### config.mk
export PLATFORM = sky130hd
export DESIGN_NAME = hmc_monitor_ctrl
export DESIGN_NICKNAME = d
export VERILOG_FILES = /design/src/hmc_monitor_ctrl.v
export VERILOG_INCLUDE_DIRS = /design/src
export SDC_FILE = /design/constraint.sdc
export NUM_CORES = 1
export LEC_CHECK = 0
export BUFFER_PORTS_ARGS = -buffer_cell sky130_fd_sc_hd__clkbuf_2
export CAP_MARGIN = 20
export CORE_MARGIN = 1
export CORE_UTILIZATION = 45
export DETAILED_ROUTE_END_ITERATION = 6
export GPL_ROUTABILITY_DRIVEN = 0
export PLACE_DENSITY = 0.65
export SKIP_LAST_GASP = 1
export SLEW_MARGIN = 20
export SYNTH_ARGS = -nofsm -noshare
export SYNTH_HDL_FRONTEND = slang
export SYNTH_SLANG_ARGS = --single-unit
### constraint.sdc
create_clock -name aclk -period 3.8 [get_ports aclk]
set_input_delay 0.38 -clock aclk [delete_from_list [all_inputs] [get_ports aclk]]
set_output_delay 0.38 -clock aclk [all_outputs]
set_load 0.005 [all_outputs]
### src/hmc_map.vh
/*
 * register offsets, field positions, reset values and timing counts of the
 * monitor configuration and interrupt block.
 * assumes a 200 MHz aclk and AXI4-Lite word addressing (byte addr = 4 * index).
 */
`ifndef HMC_MAP_VH
`define HMC_MAP_VH

// ----------------------------------------
// register indices
// ----------------------------------------
`define HMC_IDX_CFG 8'h40
`define HMC_IDX_STAT1 8'h41
`define HMC_IDX_STAT2 8'h42
`define HMC_IDX_MASK1 8'h43
`define HMC_IDX_MASK2 8'h44
`define HMC_IDX_CICLR 8'h46
`define HMC_IDX_FANDIV 8'h47
`define HMC_IDX_TCFG 8'h4B
`define HMC_IDX_DEVID 8'h3E

// ----------------------------------------
// reset values
// ----------------------------------------
`define HMC_RST_CFG 8'h08
`define HMC_RST_STAT 8'h00
`define HMC_RST_MASK 8'h00
`define HMC_RST_CICLR 8'h00
`define HMC_RST_FANDIV 4'h5
`define HMC_RST_TCFG 8'h01
// arbitrary neutral identity value
`define HMC_DEVICE_ID 8'h5A

// ----------------------------------------
// configuration fields
// ----------------------------------------
`define HMC_CFG_START 0
`define HMC_CFG_IRQ_EN 1
`define HMC_CFG_IRQ_CLR 3
`define HMC_CFG_RST_REQ 4
`define HMC_CFG_INTR_REQ 6
`define HMC_CFG_INIT 7
`define HMC_CFG_RW_MASK 8'h0B
`define HMC_MASK2_RST_EN 7
`define HMC_CICLR_REQ 7
`define HMC_STAT1_VALID 8'hDF
`define HMC_STAT2_VALID 8'h13

// ----------------------------------------
// timing
// ----------------------------------------
`define HMC_PULSE_MS 20
`define HMC_CLK_KHZ 200000
`define HMC_PULSE_CYC (`HMC_PULSE_MS * `HMC_CLK_KHZ)

`endif

### src/hmc_monitor_ctrl.v
/*
 * configuration and interrupt logic of a system hardware monitor: scan run
 * control, latched limit flags, masked active-low interrupt, reset and
 * chassis intrusion pulses, register restore.
 * assumes an AXI4-Lite master with one write and one read outstanding, and
 * fault events from comparators on aclk (asynchronous pin inputs are synced).
 */
// What this block does
// - start bit runs scanning, else standby
// - clearing start never drops interrupt pin
// - config bit 1 gates interrupt pin
// - interrupt clear bit deasserts pin, keeps status
// - interrupt clear bit halts monitoring, reset one
// - bit 4 drives reset low 20 ms
// - bit 6 pulses intrusion pin low 20 ms
// - bit 7 restores defaults, reads zero
// - voltage limit faults set status flags
// - temperature fault sets status one bit 4
// - fan faults set status one bits 6,7
// - intrusion rising edge sets status two bit 4
// - both status registers reset to zero
// - status read clears returned flags
// - pending unhandled fault raises new indication
// - mask one bit blocks matching flag
// - intrusion clear register bit self-clears after pulse
// - reset request needs mask two bit 7
`timescale 1ns/1ps
`include "hmc_map.vh"

module hmc_monitor_ctrl #(
	parameter [31:0] PULSE_CYC = `HMC_PULSE_CYC
) (
	input wire aclk,
	input wire aresetn,
	input wire [11:0] s_axi_awaddr,
	input wire s_axi_awvalid,
	output wire s_axi_awready,
	input wire [31:0] s_axi_wdata,
	input wire [3:0] s_axi_wstrb,
	input wire s_axi_wvalid,
	output wire s_axi_wready,
	output wire [1:0] s_axi_bresp,
	output wire s_axi_bvalid,
	input wire s_axi_bready,
	input wire [11:0] s_axi_araddr,
	input wire s_axi_arvalid,
	output wire s_axi_arready,
	output wire [31:0] s_axi_rdata,
	output wire [1:0] s_axi_rresp,
	output wire s_axi_rvalid,
	input wire s_axi_rready,
	input wire [5:0] rail_fault,
	input wire temp_fault,
	input wire fan_a_fault,
	input wire fan_b_fault,
	input wire intrusion_pin_in,
	output wire intrusion_pin_out,
	output wire intrusion_pin_oe,
	output wire reset_n,
	output wire irq_n,
	output wire monitor_run
);

// ----------------------------------------
// register state
// ----------------------------------------
reg [7:0] cfg_q;
reg [7:0] stat1_q;
reg [7:0] stat2_q;
reg [7:0] mask1_q;
reg [7:0] mask2_q;
reg [7:0] ciclr_q;
reg [3:0] fandiv_q;
reg [7:0] tcfg_q;
reg [31:0] rst_cnt_q;
reg [31:0] ci_cnt_q;
reg ci_s1_q;
reg ci_s2_q;
reg ci_s3_q;

// ----------------------------------------
// axi write channel
// ----------------------------------------
reg [11:0] awaddr_q;
reg aw_have_q;
reg [31:0] wdata_q;
reg [3:0] wstrb_q;
reg w_have_q;
reg bvalid_q;
reg [1:0] bresp_q;
wire wr_fire;
wire [9:0] wr_idx;
wire wr_hit;

assign s_axi_awready = !aw_have_q && !bvalid_q;
assign s_axi_wready = !w_have_q && !bvalid_q;
assign s_axi_bvalid = bvalid_q;
assign s_axi_bresp = bresp_q;
assign wr_fire = aw_have_q && w_have_q && !bvalid_q;
assign wr_idx = awaddr_q[11:2];
assign wr_hit = wr_fire && wstrb_q[0] && (awaddr_q[1:0] == 2'b00);

always @(posedge aclk) begin
	if (!aresetn) begin
		aw_have_q <= 1'b0;
		w_have_q <= 1'b0;
		awaddr_q <= 12'h000;
		wdata_q <= 32'h0000_0000;
		wstrb_q <= 4'h0;
		bvalid_q <= 1'b0;
		bresp_q <= 2'b00;
	end else begin
		if (s_axi_awvalid && s_axi_awready) begin
			aw_have_q <= 1'b1;
			awaddr_q <= s_axi_awaddr;
		end
		if (s_axi_wvalid && s_axi_wready) begin
			w_have_q <= 1'b1;
			wdata_q <= s_axi_wdata;
			wstrb_q <= s_axi_wstrb;
		end
		if (wr_fire) begin
			aw_have_q <= 1'b0;
			w_have_q <= 1'b0;
			bvalid_q <= 1'b1;
			if (wr_idx == {2'b00, `HMC_IDX_CFG} || wr_idx == {2'b00, `HMC_IDX_MASK1} ||
				wr_idx == {2'b00, `HMC_IDX_MASK2} || wr_idx == {2'b00, `HMC_IDX_CICLR} ||
				wr_idx == {2'b00, `HMC_IDX_FANDIV} || wr_idx == {2'b00, `HMC_IDX_TCFG} ||
				wr_idx == {2'b00, `HMC_IDX_STAT1} || wr_idx == {2'b00, `HMC_IDX_STAT2}) begin
				bresp_q <= 2'b00;
			end else begin
				bresp_q <= 2'b10;
			end
		end else if (bvalid_q && s_axi_bready) begin
			bvalid_q <= 1'b0;
		end
	end
end

// ----------------------------------------
// axi read channel
// ----------------------------------------
reg rvalid_q;
reg [31:0] rdata_q;
reg [1:0] rresp_q;
reg [7:0] rd_val;
reg rd_ok;
wire rd_fire;
wire [9:0] rd_idx;
wire rd_stat1;
wire rd_stat2;

assign s_axi_arready = !rvalid_q;
assign s_axi_rvalid = rvalid_q;
assign s_axi_rdata = rdata_q;
assign s_axi_rresp = rresp_q;
assign rd_fire = s_axi_arvalid && !rvalid_q;
assign rd_idx = s_axi_araddr[11:2];
assign rd_stat1 = rd_fire && rd_idx == {2'b00, `HMC_IDX_STAT1};
assign rd_stat2 = rd_fire && rd_idx == {2'b00, `HMC_IDX_STAT2};

always @* begin
	rd_val = 8'h00;
	rd_ok = 1'b1;
	if (rd_idx == {2'b00, `HMC_IDX_CFG}) begin
		rd_val = cfg_q & `HMC_CFG_RW_MASK;
	end else if (rd_idx == {2'b00, `HMC_IDX_STAT1}) begin
		rd_val = stat1_q;
	end else if (rd_idx == {2'b00, `HMC_IDX_STAT2}) begin
		rd_val = stat2_q;
	end else if (rd_idx == {2'b00, `HMC_IDX_MASK1}) begin
		rd_val = mask1_q;
	end else if (rd_idx == {2'b00, `HMC_IDX_MASK2}) begin
		rd_val = mask2_q;
	end else if (rd_idx == {2'b00, `HMC_IDX_CICLR}) begin
		rd_val = ciclr_q;
	end else if (rd_idx == {2'b00, `HMC_IDX_FANDIV}) begin
		rd_val = {fandiv_q, 4'h0};
	end else if (rd_idx == {2'b00, `HMC_IDX_TCFG}) begin
		rd_val = tcfg_q;
	end else if (rd_idx == {2'b00, `HMC_IDX_DEVID}) begin
		rd_val = `HMC_DEVICE_ID;
	end else begin
		rd_ok = 1'b0;
	end
end

always @(posedge aclk) begin
	if (!aresetn) begin
		rvalid_q <= 1'b0;
		rdata_q <= 32'h0000_0000;
		rresp_q <= 2'b00;
	end else if (rd_fire) begin
		rvalid_q <= 1'b1;
		rdata_q <= {24'h00_0000, rd_val};
		rresp_q <= rd_ok ? 2'b00 : 2'b10;
	end else if (rvalid_q && s_axi_rready) begin
		rvalid_q <= 1'b0;
	end
end

// ----------------------------------------
// writes to control registers
// ----------------------------------------
wire init_req;
wire cfg_wr;
wire rst_fire;
wire ci_fire;

assign cfg_wr = wr_hit && wr_idx == {2'b00, `HMC_IDX_CFG};
assign init_req = cfg_wr && wdata_q[`HMC_CFG_INIT];
// reset request only honoured with mask two enable set
assign rst_fire = cfg_wr && wdata_q[`HMC_CFG_RST_REQ] && mask2_q[`HMC_MASK2_RST_EN];
assign ci_fire = (cfg_wr && wdata_q[`HMC_CFG_INTR_REQ]) ||
	(wr_hit && wr_idx == {2'b00, `HMC_IDX_CICLR} && wdata_q[`HMC_CICLR_REQ]);

always @(posedge aclk) begin
	if (!aresetn || init_req) begin
		cfg_q <= `HMC_RST_CFG;
		mask1_q <= `HMC_RST_MASK;
		mask2_q <= `HMC_RST_MASK;
		fandiv_q <= `HMC_RST_FANDIV;
		tcfg_q <= `HMC_RST_TCFG;
	end else begin
		if (cfg_wr) begin
			// request bits fire pulses and never store
			cfg_q <= wdata_q[7:0] & `HMC_CFG_RW_MASK;
		end
		if (wr_hit && wr_idx == {2'b00, `HMC_IDX_MASK1}) begin
			mask1_q <= wdata_q[7:0] & 8'hDF;
		end
		if (wr_hit && wr_idx == {2'b00, `HMC_IDX_MASK2}) begin
			mask2_q <= wdata_q[7:0];
		end
		if (wr_hit && wr_idx == {2'b00, `HMC_IDX_FANDIV}) begin
			fandiv_q <= wdata_q[7:4];
		end
		if (wr_hit && wr_idx == {2'b00, `HMC_IDX_TCFG}) begin
			tcfg_q <= wdata_q[7:0];
		end
	end
end

// ----------------------------------------
// output pulses
// ----------------------------------------
always @(posedge aclk) begin
	if (!aresetn) begin
		rst_cnt_q <= 32'h0000_0000;
		ci_cnt_q <= 32'h0000_0000;
		ciclr_q <= `HMC_RST_CICLR;
	end else begin
		if (rst_fire) begin
			rst_cnt_q <= PULSE_CYC;
		end else if (rst_cnt_q != 32'h0000_0000) begin
			rst_cnt_q <= rst_cnt_q - 32'h0000_0001;
		end
		if (ci_fire) begin
			ci_cnt_q <= PULSE_CYC;
		end else if (ci_cnt_q != 32'h0000_0000) begin
			ci_cnt_q <= ci_cnt_q - 32'h0000_0001;
		end
		// request bit reads one until the pulse has ended
		if (ci_fire && wr_idx == {2'b00, `HMC_IDX_CICLR}) begin
			ciclr_q <= 8'h80;
		end else if (ci_cnt_q == 32'h0000_0001) begin
			ciclr_q <= `HMC_RST_CICLR;
		end
	end
end

assign reset_n = (rst_cnt_q == 32'h0000_0000);
assign intrusion_pin_out = 1'b0;
assign intrusion_pin_oe = (ci_cnt_q != 32'h0000_0000);

// ----------------------------------------
// intrusion sync and status flags
// ----------------------------------------
wire [7:0] ev1;
wire [7:0] ev2;
wire ci_rise;

always @(posedge aclk) begin
	if (!aresetn) begin
		ci_s1_q <= 1'b0;
		ci_s2_q <= 1'b0;
		ci_s3_q <= 1'b0;
	end else begin
		ci_s1_q <= intrusion_pin_in;
		ci_s2_q <= ci_s1_q;
		ci_s3_q <= ci_s2_q;
	end
end

// own pulse drives the pin low, so a rise then is ignored
assign ci_rise = ci_s2_q && !ci_s3_q && !intrusion_pin_oe;
// monitoring runs only with start set and interrupt clear low
assign monitor_run = cfg_q[`HMC_CFG_START] && !cfg_q[`HMC_CFG_IRQ_CLR];
assign ev1 = monitor_run ? {fan_b_fault, fan_a_fault, 1'b0, temp_fault, rail_fault[3:0]} :
	8'h00;
assign ev2 = {3'b000, ci_rise, 2'b00,
	monitor_run ? rail_fault[5:4] : 2'b00};

always @(posedge aclk) begin
	if (!aresetn || init_req) begin
		stat1_q <= `HMC_RST_STAT;
		stat2_q <= `HMC_RST_STAT;
	end else begin
		// a fault still present re-sets its flag after the read clears it
		stat1_q <= ((rd_stat1 ? 8'h00 : stat1_q) | ev1) & `HMC_STAT1_VALID;
		stat2_q <= ((rd_stat2 ? 8'h00 : stat2_q) | ev2) & `HMC_STAT2_VALID;
	end
end

// ----------------------------------------
// interrupt pin
// ----------------------------------------
reg irq_n_q;
wire irq_any;

assign irq_any = |(stat1_q & ~mask1_q) ||
	|(stat2_q & ~{3'b000, mask2_q[4], 2'b00, mask2_q[1:0]});

// start bit plays no part here, so clearing it keeps the pin low
always @(posedge aclk) begin
	if (!aresetn) begin
		irq_n_q <= 1'b1;
	end else begin
		irq_n_q <= !(irq_any && cfg_q[`HMC_CFG_IRQ_EN] && !cfg_q[`HMC_CFG_IRQ_CLR]);
	end
end

assign irq_n = irq_n_q;

endmodule

Yosys cells after proc, flatten, opt, wreduce, memory -nomap -nowiden. Cells that the tools add are included. W data, S select, Z words.

Register bits after elaboration: 147. Bits of input ports: 77. Output and inout port bits: 46. Logic and storage cells: 151.

$add $sub $neg: 2. Equality and inequality tests: 18. Mux-type cells: 34. Bitwise operators: 7. Reductions and logical operators: 63.

Operators with widths (number): $eq A10 B7 Y1 const B (16); $mux W8 (12); $mux W22 (4); $reduce_bool A32 Y1 (2); $sub A32 B1 Y32 const B (2); $eq A32 B1 Y1 const B (1); $logic_not A32 Y1 (1); $logic_and A1 B1 Y1 (30); $reduce_or A8 Y1 (2); $mux W1 (13); $eq A10 B6 Y1 const B (1); $logic_or A1 B1 Y1 (10); $reduce_bool A2 Y1 (5); $logic_not A1 Y1 (9); $and A5 B8 Y8 (1); $and A8 B8 Y8 (1); $not A5 Y8 (1); $not A8 Y8 (1); $or A8 B8 Y8 (1); $mux W7 (1); $mux W2 (3); $reduce_or A2 Y1 (3); $mux W5 (1); $or A5 B5 Y5 (1); 2 further kinds (2).

Longest topological paths before layout. Gate-level depths: netlist (run 1).

Word-level depth: 11. Mapped depth: 11. Depth with buffers taken out: 8.

Least setup slack after synthesis (run 1). No wires, ideal clock.

Path kind: input port to flip-flop. From: in s_axi_araddr[6]. To: reg rdata_q[6], in the netlist s_axi_rdata[6]. Library setup time: 0.116 ns. Arrival: 2.280 ns. Required time: 3.684 ns. Slack: 1.404 ns. Stages on the path: 6. Path buffers: 1. Cells stage by stage: or4b_2 > buf_2 > nor4_2 > a21oi_1 > a211o_1 > a31o_2.

Word-level cells in the longest chain between the ends: 10. Elaborated cells on any way between the ends: 18. Classes of those cells: eq/ne: 9; mux: 9.

Ends and longest elaborated chain: start, declared (RTL line hmc_monitor_ctrl.v:45) `input wire [11:0] s_axi_araddr,`; $eq A10 B6 Y1 (RTL line hmc_monitor_ctrl.v:181) `` end else if (rd_idx == {2'b00, `HMC_IDX_DEVID}) begin ``; $mux W7 (RTL line hmc_monitor_ctrl.v:181); $mux W8 (RTL line hmc_monitor_ctrl.v:179) `` end else if (rd_idx == {2'b00, `HMC_IDX_TCFG}) begin ``; $mux W8 (RTL line hmc_monitor_ctrl.v:177) `` end else if (rd_idx == {2'b00, `HMC_IDX_FANDIV}) begin ``; $mux W8 (RTL line hmc_monitor_ctrl.v:175) `` end else if (rd_idx == {2'b00, `HMC_IDX_CICLR}) begin ``; $mux W8 (RTL line hmc_monitor_ctrl.v:173) `` end else if (rd_idx == {2'b00, `HMC_IDX_MASK2}) begin ``; $mux W8 (RTL line hmc_monitor_ctrl.v:171) `` end else if (rd_idx == {2'b00, `HMC_IDX_MASK1}) begin ``; $mux W8 (RTL line hmc_monitor_ctrl.v:169) `` end else if (rd_idx == {2'b00, `HMC_IDX_STAT2}) begin ``; $mux W8 (RTL line hmc_monitor_ctrl.v:167) `` end else if (rd_idx == {2'b00, `HMC_IDX_STAT1}) begin ``; $mux W8 (*) (RTL line hmc_monitor_ctrl.v:165) `` if (rd_idx == {2'b00, `HMC_IDX_CFG}) begin ``; end signal, assigned (RTL line hmc_monitor_ctrl.v:195) `rdata_q <= {24'h00_0000, rd_val};`; end, declared (RTL line hmc_monitor_ctrl.v:144) `reg [31:0] rdata_q;`.

Every way passes the cells marked *; elsewhere a longest branch is shown, timed or not. A chain may end at the register's enable or synchronous reset.

Worst setup path in the final report (run 1).
From: reg rst_cnt_q[4]. To: out reset_n.

Word-level cells in the longest chain between the ends: 1.

Ends and longest elaborated chain: start, declared (RTL line hmc_monitor_ctrl.v:75) `reg [31:0] rst_cnt_q;`; start signal, assigned (RTL line hmc_monitor_ctrl.v:256) `rst_cnt_q <= rst_cnt_q - 32'h0000_0001;`; $logic_not A32 Y1 (RTL line hmc_monitor_ctrl.v:272) `assign reset_n = (rst_cnt_q == 32'h0000_0000);`; end, declared (RTL line hmc_monitor_ctrl.v:59) `output wire reset_n,`.

No other way between the ends.

==> impl_metrics.tcl, run 1 <==
set metrics [dict create \
    areaGrowthSynthToFinish_pct 14.1 \
    fin_crit_ns 3.09 \
    max-cap-violations 0 \
    nNetsFinal 990 \
    dpl.hpwl_um 11500 \
    antenna_cells 0 \
    cp-endpoint "reset_n" \
    worstPathArrival_ns 2.71 \
    insertion_delay_ns 0.42 \
    drt_iter0_markers 449 \
    cts_resized 0 \
    synthCells 862 \
    synth_top_area_cell "dfxtp_1" \
    die_h_um 127 \
    power_density_nw_per_um2 751 \
    yosysWarnings 0 \
    grt_max_degree 45 \
    cts_tree "yes" \
    synthArstFlopShare 0 \
    cp.required_ns 3.42 \
    worstReg2RegEnd "mask1_q[2]" \
    antenna_found_initial 0 \
    yosys_most_used_dff "dfxtp_1" \
    synth_seq_cells 144 \
    setup_viol 0 \
    grt_pass1_vias 5664 \
    slew_viol_final 0 \
    fin_crit_sh 0.814 \
    cts.sink_count 144 \
    ios 123 \
    grt.met3_usage 0.0469 \
    synth_cell_types 75 \
    busiest_layer "met2" \
    skew_ns 0.0120 \
    r2r_cells 7 \
    holdBufCountCts 0 \
    crit_fanout 12 \
    grt_pass1_wl_um 27900 \
    rr_startpoint "awaddr_q[11]" \
    end_kind "primary output" \
    use_met1 0.302 \
    avgSynthCellArea_um2 8.19 \
    cts_buffer_depth 2 \
    slew_headroom 0.437 \
    grt_use_total 0.215 \
    clkTransAtPathRegs_ns 0.06 \
    crit_chain "or4_1 > nor2_1 > nand4_1 > inv_1 > clkbuf_2" \
    path_class "reg -> out" \
    worst-r2r-setup-slack_ns 0.94 \
    rsz0062_at_grt "false" \
    io_buffers 66 \
    max_freq_ghz 0.323 \
    cp_slowest_cell "or4_1" \
    antenna_left 0 \
    status "finished clean" \
    wl_per_cell_um 14.8 \
    peakVddDrop_mv 0.462 \
    worstSetupStartpointType "flip-flop" \
    critPathMaxStageDelay_ns 0.61 \
    min_path_type "in -> reg" \
    start_util 0.463 \
    ys_seq_area_frac 0.408 \
    htreeDepth 4 \
    drc 0 \
    dp.cells 1102 \
    finalHoldViolations 0 \
    yosysTopAreaCellShare 0.408 \
    p_leak_nw 3.14 \
    drive_gt1_frac 0.155 \
    post-cts-setup-buffer-count 0 \
    fin_cells 1134 \
    yosys-top-cells-area "dfxtp_1 41%, a21oi_1 6.7%, nand2_1 5.9%" \
    overflow 0 \
    crit_start "rst_cnt_q[4]" \
    core_area_um2 15300 \
    power.total_mw 6.05 \
    synth_edf_count 0 \
    dieArea_um2 16200 \
    rows 45 \
    cts_buffers 17 \
    die_x_um 127 \
    grtUsageMet2 0.334 \
    dr.pass1.iters 5 \
    via_count 6354 \
    cts_root_buf "clkbuf_16" \
    drt_wl_total_um 16800 \
    finalSetupTns_ns 0 \
    syn-cell-area_um2 7060 \
    vias_per_cell 5.60 \
    tightest_slew_ns 0.837 \
]
## critical path: cells and delay by family, from the launching register on
kind / cells / cell delay [ns]
flops: 1 / 0.35
buf+inv: 2 / 0.59
simple gates: 3 / 1.36
## placed cells by master, fill, tap and decap left out, types with 9 or more instances in the layout
cell,n
conb_1,27
a31oi_1,13
a22oi_1,10
o31ai_1,32
nor3_1,14
dfxtp_1,144
o21ai_0,34
or4_1,36
or2_2,9
clkbuf_16,17
mux2i_1,19
nor2_1,54
or3_1,24
nand3_1,19
nand2_1,111
inv_1,28
buf_4,12
a21oi_1,94
clkbuf_2,66
nor4_1,13
## metrics by stage
stage | hold slack (ns) | util | setup WS [ns] | area (um^2)
detailed placement | 0.419 | 0.487 | 0.986 | 7430
floorplan | 0.412 | - | 1.40 | 7160
global route | 0.167 | 0.528 | 0.521 | 8060
global placement | 0.415 | 0.487 | 1.06 | 7430
CTS | 0.162 | 0.528 | 0.705 | 8060
finish | 0.171 | 0.528 | 0.706 | 8060
## synthesized netlist by cell type, types with 5 or more instances
cell and count:
o41ai_1 8, clkbuf_1 31, or4b_2 5, buf_4 29, o31ai_1 32, inv_1 28
nor4_1 13, xor2_1 5, and3_1 8, mux2i_1 19, or4_1 36, or2_2 9
o21ai_0 34, or3_1 24, a21oi_1 94, and2_1 5, nand4_1 8, nand2b_1 7
nand3_1 19, a22oi_1 10, nor3_1 15, dfxtp_1 144, nand2_1 111, nor2_1 54
a31oi_1 13, buf_2 11
## layout make-up
class	instances	area, um^2
Tap cell	211	264
Inverter	29	109
Clock buffer	18	439
Clock inverter	14	183
Sequential cell	144	2880
Multi-Input combinational cell	640	3760
Timing Repair Buffer	78	420
Fill cell	1480	7200
## flip-flops by register name, indices dropped and copies added (netlist names), 4 cells and up
register     cells
s_axi_rdata      8
mask2_q          8
wdata_q          8
rst_cnt_q       32
mask1_q          7
stat1_q          7
tcfg_q           8
awaddr_q        12
ci_cnt_q        32
fandiv_q         4
## layer usage
layer,share of wire,vias up,wire (um)
li1,-,3213,-
met3,0.051,9,853
met5,0,-,0
met4,0.0062,0,104
met1,0.50,2975,8420
met2,0.44,157,7420
## report_power, final
| group | internal (mW) | leakage [nW] | switching [mW] |
|---|---|---|---|
| Sequential | 1.77 | 1.17 | 0.252 |
| Combinational | 0.893 | 1.68 | 1.40 |
| Clock | 1.06 | 0.287 | 0.683 |
| Total | 3.72 | 3.14 | 2.33 |
## cells by family (layout without fill, tap and decap cells)
group | Yosys count | in the layout | synth area share
compound gates | 229 | 229 | 0.201
xor+xnor | 9 | 9 | 0.0112
fa+ha+maj | 3 | 3 | 0.00532
buf+inv | 104 | 139 | 0.0741
flops | 144 | 144 | 0.408
mux | 20 | 20 | 0.0285
other cells | 1 | 27 | 0.000531
simple gates | 352 | 352 | 0.271
## worst min path at each step
stage | from | depth (start not counted) | slack (ns) | endpoint
3_3_place_gp | ci_s1_q | 1 | 0.42 | ci_s2_q
4_1_cts | s_axi_awaddr[8] | 3 | 0.16 | awaddr_q[8]
6_report | s_axi_awaddr[10] | 3 | 0.17 | awaddr_q[10]
3_5_place_dp | ci_s1_q | 1 | 0.42 | ci_s2_q
5_1_grt | s_axi_awaddr[7] | 3 | 0.17 | awaddr_q[7]
2_1_floorplan | ci_s1_q | 1 | 0.41 | ci_s2_q
No activity file was read; power rests on OpenSTA's default activity.
==> inputs of run 2 (changes only) <==
clock period = 2.85 ns   (was 3.8 ns; I/O delays follow)
==> impl_metrics.tcl, run 2 (synthesis gave the netlist of run 1 again) <==
set metrics [dict create \
    grt_max_degree 37 \
    worstSetupStartpointType "flip-flop" \
    switching_power_mw 3.13 \
    clkTransAtPathRegs_ns 0.06 \
    holdBufCountCts 0 \
    utilization 0.534 \
    seqPwrFrac 0.332 \
    fin_crit_ns 2.66 \
    core_area_um2 15300 \
    drc 0 \
    die_h_um 127 \
    skew_ns 0.00830 \
    dp.cells 1120 \
    rsz0062_at_grt "false" \
    dpl.hpwl_um 11600 \
    crit_fanout 7 \
    worstReg2RegEnd "ci_cnt_q[22]" \
    worst_slack_ns 0.185 \
    post-cts-setup-buffer-count 0 \
    slew_headroom 0.521 \
    wl_per_cell_um 14.2 \
    tightest_slew_ns 0.712 \
    critPathMaxStageDelay_ns 0.64 \
    crit_chain "nor4_1 > nand3_1 > nor4_1 > buf_4 > inv_1 > clkbuf_2" \
    dieArea_um2 16200 \
    die_x_um 127 \
    htreeDepth 4 \
    finalHoldViolations 0 \
    hold_ws_ns 0.0674 \
    cp_slowest_cell "nor4_1" \
    hold_depth 3 \
    rows 45 \
    antenna_found_initial 0 \
    fill_cells 1511 \
    pwr-share-comb 0.405 \
    power.total_mw 8.06 \
    start_util 0.463 \
    rr_startpoint "ci_cnt_q[11]" \
    layout_commonest_cell "dfxtp_1" \
    grt_pass1_wl_um 27600 \
    dr.pass1.iters 5 \
    slew_viol_final 0 \
    max_freq_ghz 0.375 \
    insertion_delay_ns 0.43 \
    intPower_mw 4.93 \
    swShare 0.388 \
    setup_viol 0 \
    end_kind "primary output" \
    pwr-share-clk 0.263 \
    placed_cell_area_um2 7580 \
    overflow 0 \
    cts_resized 0 \
    drive_gt1_frac 0.170 \
    reg_top3 "ci_cnt_q (32), rst_cnt_q (32), awaddr_q (12)" \
    cp-endpoint "intrusion_pin_oe" \
    min_path_type "in -> reg" \
    antenna_left 0 \
    power_density_nw_per_um2 989 \
    grt_pass1_vias 5607 \
    fin_crit_sh 0.935 \
    finalSetupTns_ns 0 \
    status "finished clean" \
    io_buffers 66 \
    cts_tree "yes" \
    place_ws_ns 0.376 \
    max-cap-violations 0 \
    grt_use_total 0.212 \
    worst-r2r-setup-slack_ns 0.36 \
    drt_wl_total_um 16400 \
    cts_buffers 17 \
    drt_iter0_markers 467 \
    cp.required_ns 2.57 \
    ios 123 \
    cts_buffer_depth 2 \
    antenna_cells 0 \
    areaGrowthSynthToFinish_pct 15.4 \
    min_from "s_axi_awaddr[10]" \
    p_leak_nw 3.21 \
    fin_area_um2 8150 \
    path_class "reg -> out" \
    final_cell_mix "144 x dfxtp_1, 111 x nand2_1, 94 x a21oi_1" \
    nNetsFinal 1008 \
    cts_root_buf "clkbuf_16" \
    cts.sink_count 144 \
    via_count 6382 \
    vias_per_cell 5.54 \
    r2r_cells 5 \
    fin_cells 1152 \
    crit_start "ci_cnt_q[19]" \
    cp_common_cell "nor4_1" \
    peakVddDrop_mv 0.668 \
    worstPathArrival_ns 2.38 \
]
-- run 2: changes by cell type in the layout (fill, tap and decap cells not counted), sizes merged --
cell    previous run  this run
buf               12        30
bufinv             3         1
inv               31        33
-- run 2: power by group through the flow --
stage / Clock, mW / Sequential, mW / Combinational [mW]
after global routing: 2.25 / 2.74 / 3.68
final: 2.12 / 2.68 / 3.26
after detailed placement: 0 / 2.71 / 3.24
after global placement: 0 / 2.71 / 3.20
after CTS: 2.16 / 2.67 / 3.26
after floorplan: 0 / 2.62 / 2.49
-- run 2: cell type report --
| class | instances | area, um^2 | share of cell area |
|---|---|---|---|
| tap | 211 | 264 | 0.0324 |
| clock buffer | 18 | 429 | 0.0527 |
| clock inverter | 14 | 133 | 0.0163 |
| sequential | 144 | 2880 | 0.354 |
| timing repair buffer | 96 | 568 | 0.0697 |
| multi-input combinational | 640 | 3760 | 0.462 |
| inverter | 29 | 109 | 0.0134 |
-- run 2: critical path: cells and delay by family, from the launching register on --
family / cells / cell delay [ns]
AND/OR/NAND/NOR: 3 / 1.28
flip-flops: 1 / 0.34
buffers and inverters: 3 / 0.33
-- run 2: how the worst min path moves through the flow --
stage	end	slack, ns
after floorplan	ci_s2_q	0.41
after global placement	ci_s2_q	0.42
after detailed placement	ci_s2_q	0.43
after CTS	awaddr_q[10]	0.06
after global routing	awaddr_q[6]	0.07
final	awaddr_q[10]	0.07
-- run 2: routing by layer --
layer / track usage / routed length, um / up-vias
met2: 0.315 / 7060 / 152
met5: 0 / 0 / -
met3: 0.0419 / 894 / 20
met4: 0.0798 / 251 / 0
met1: 0.301 / 8160 / 2966
li1: - / - / 3244
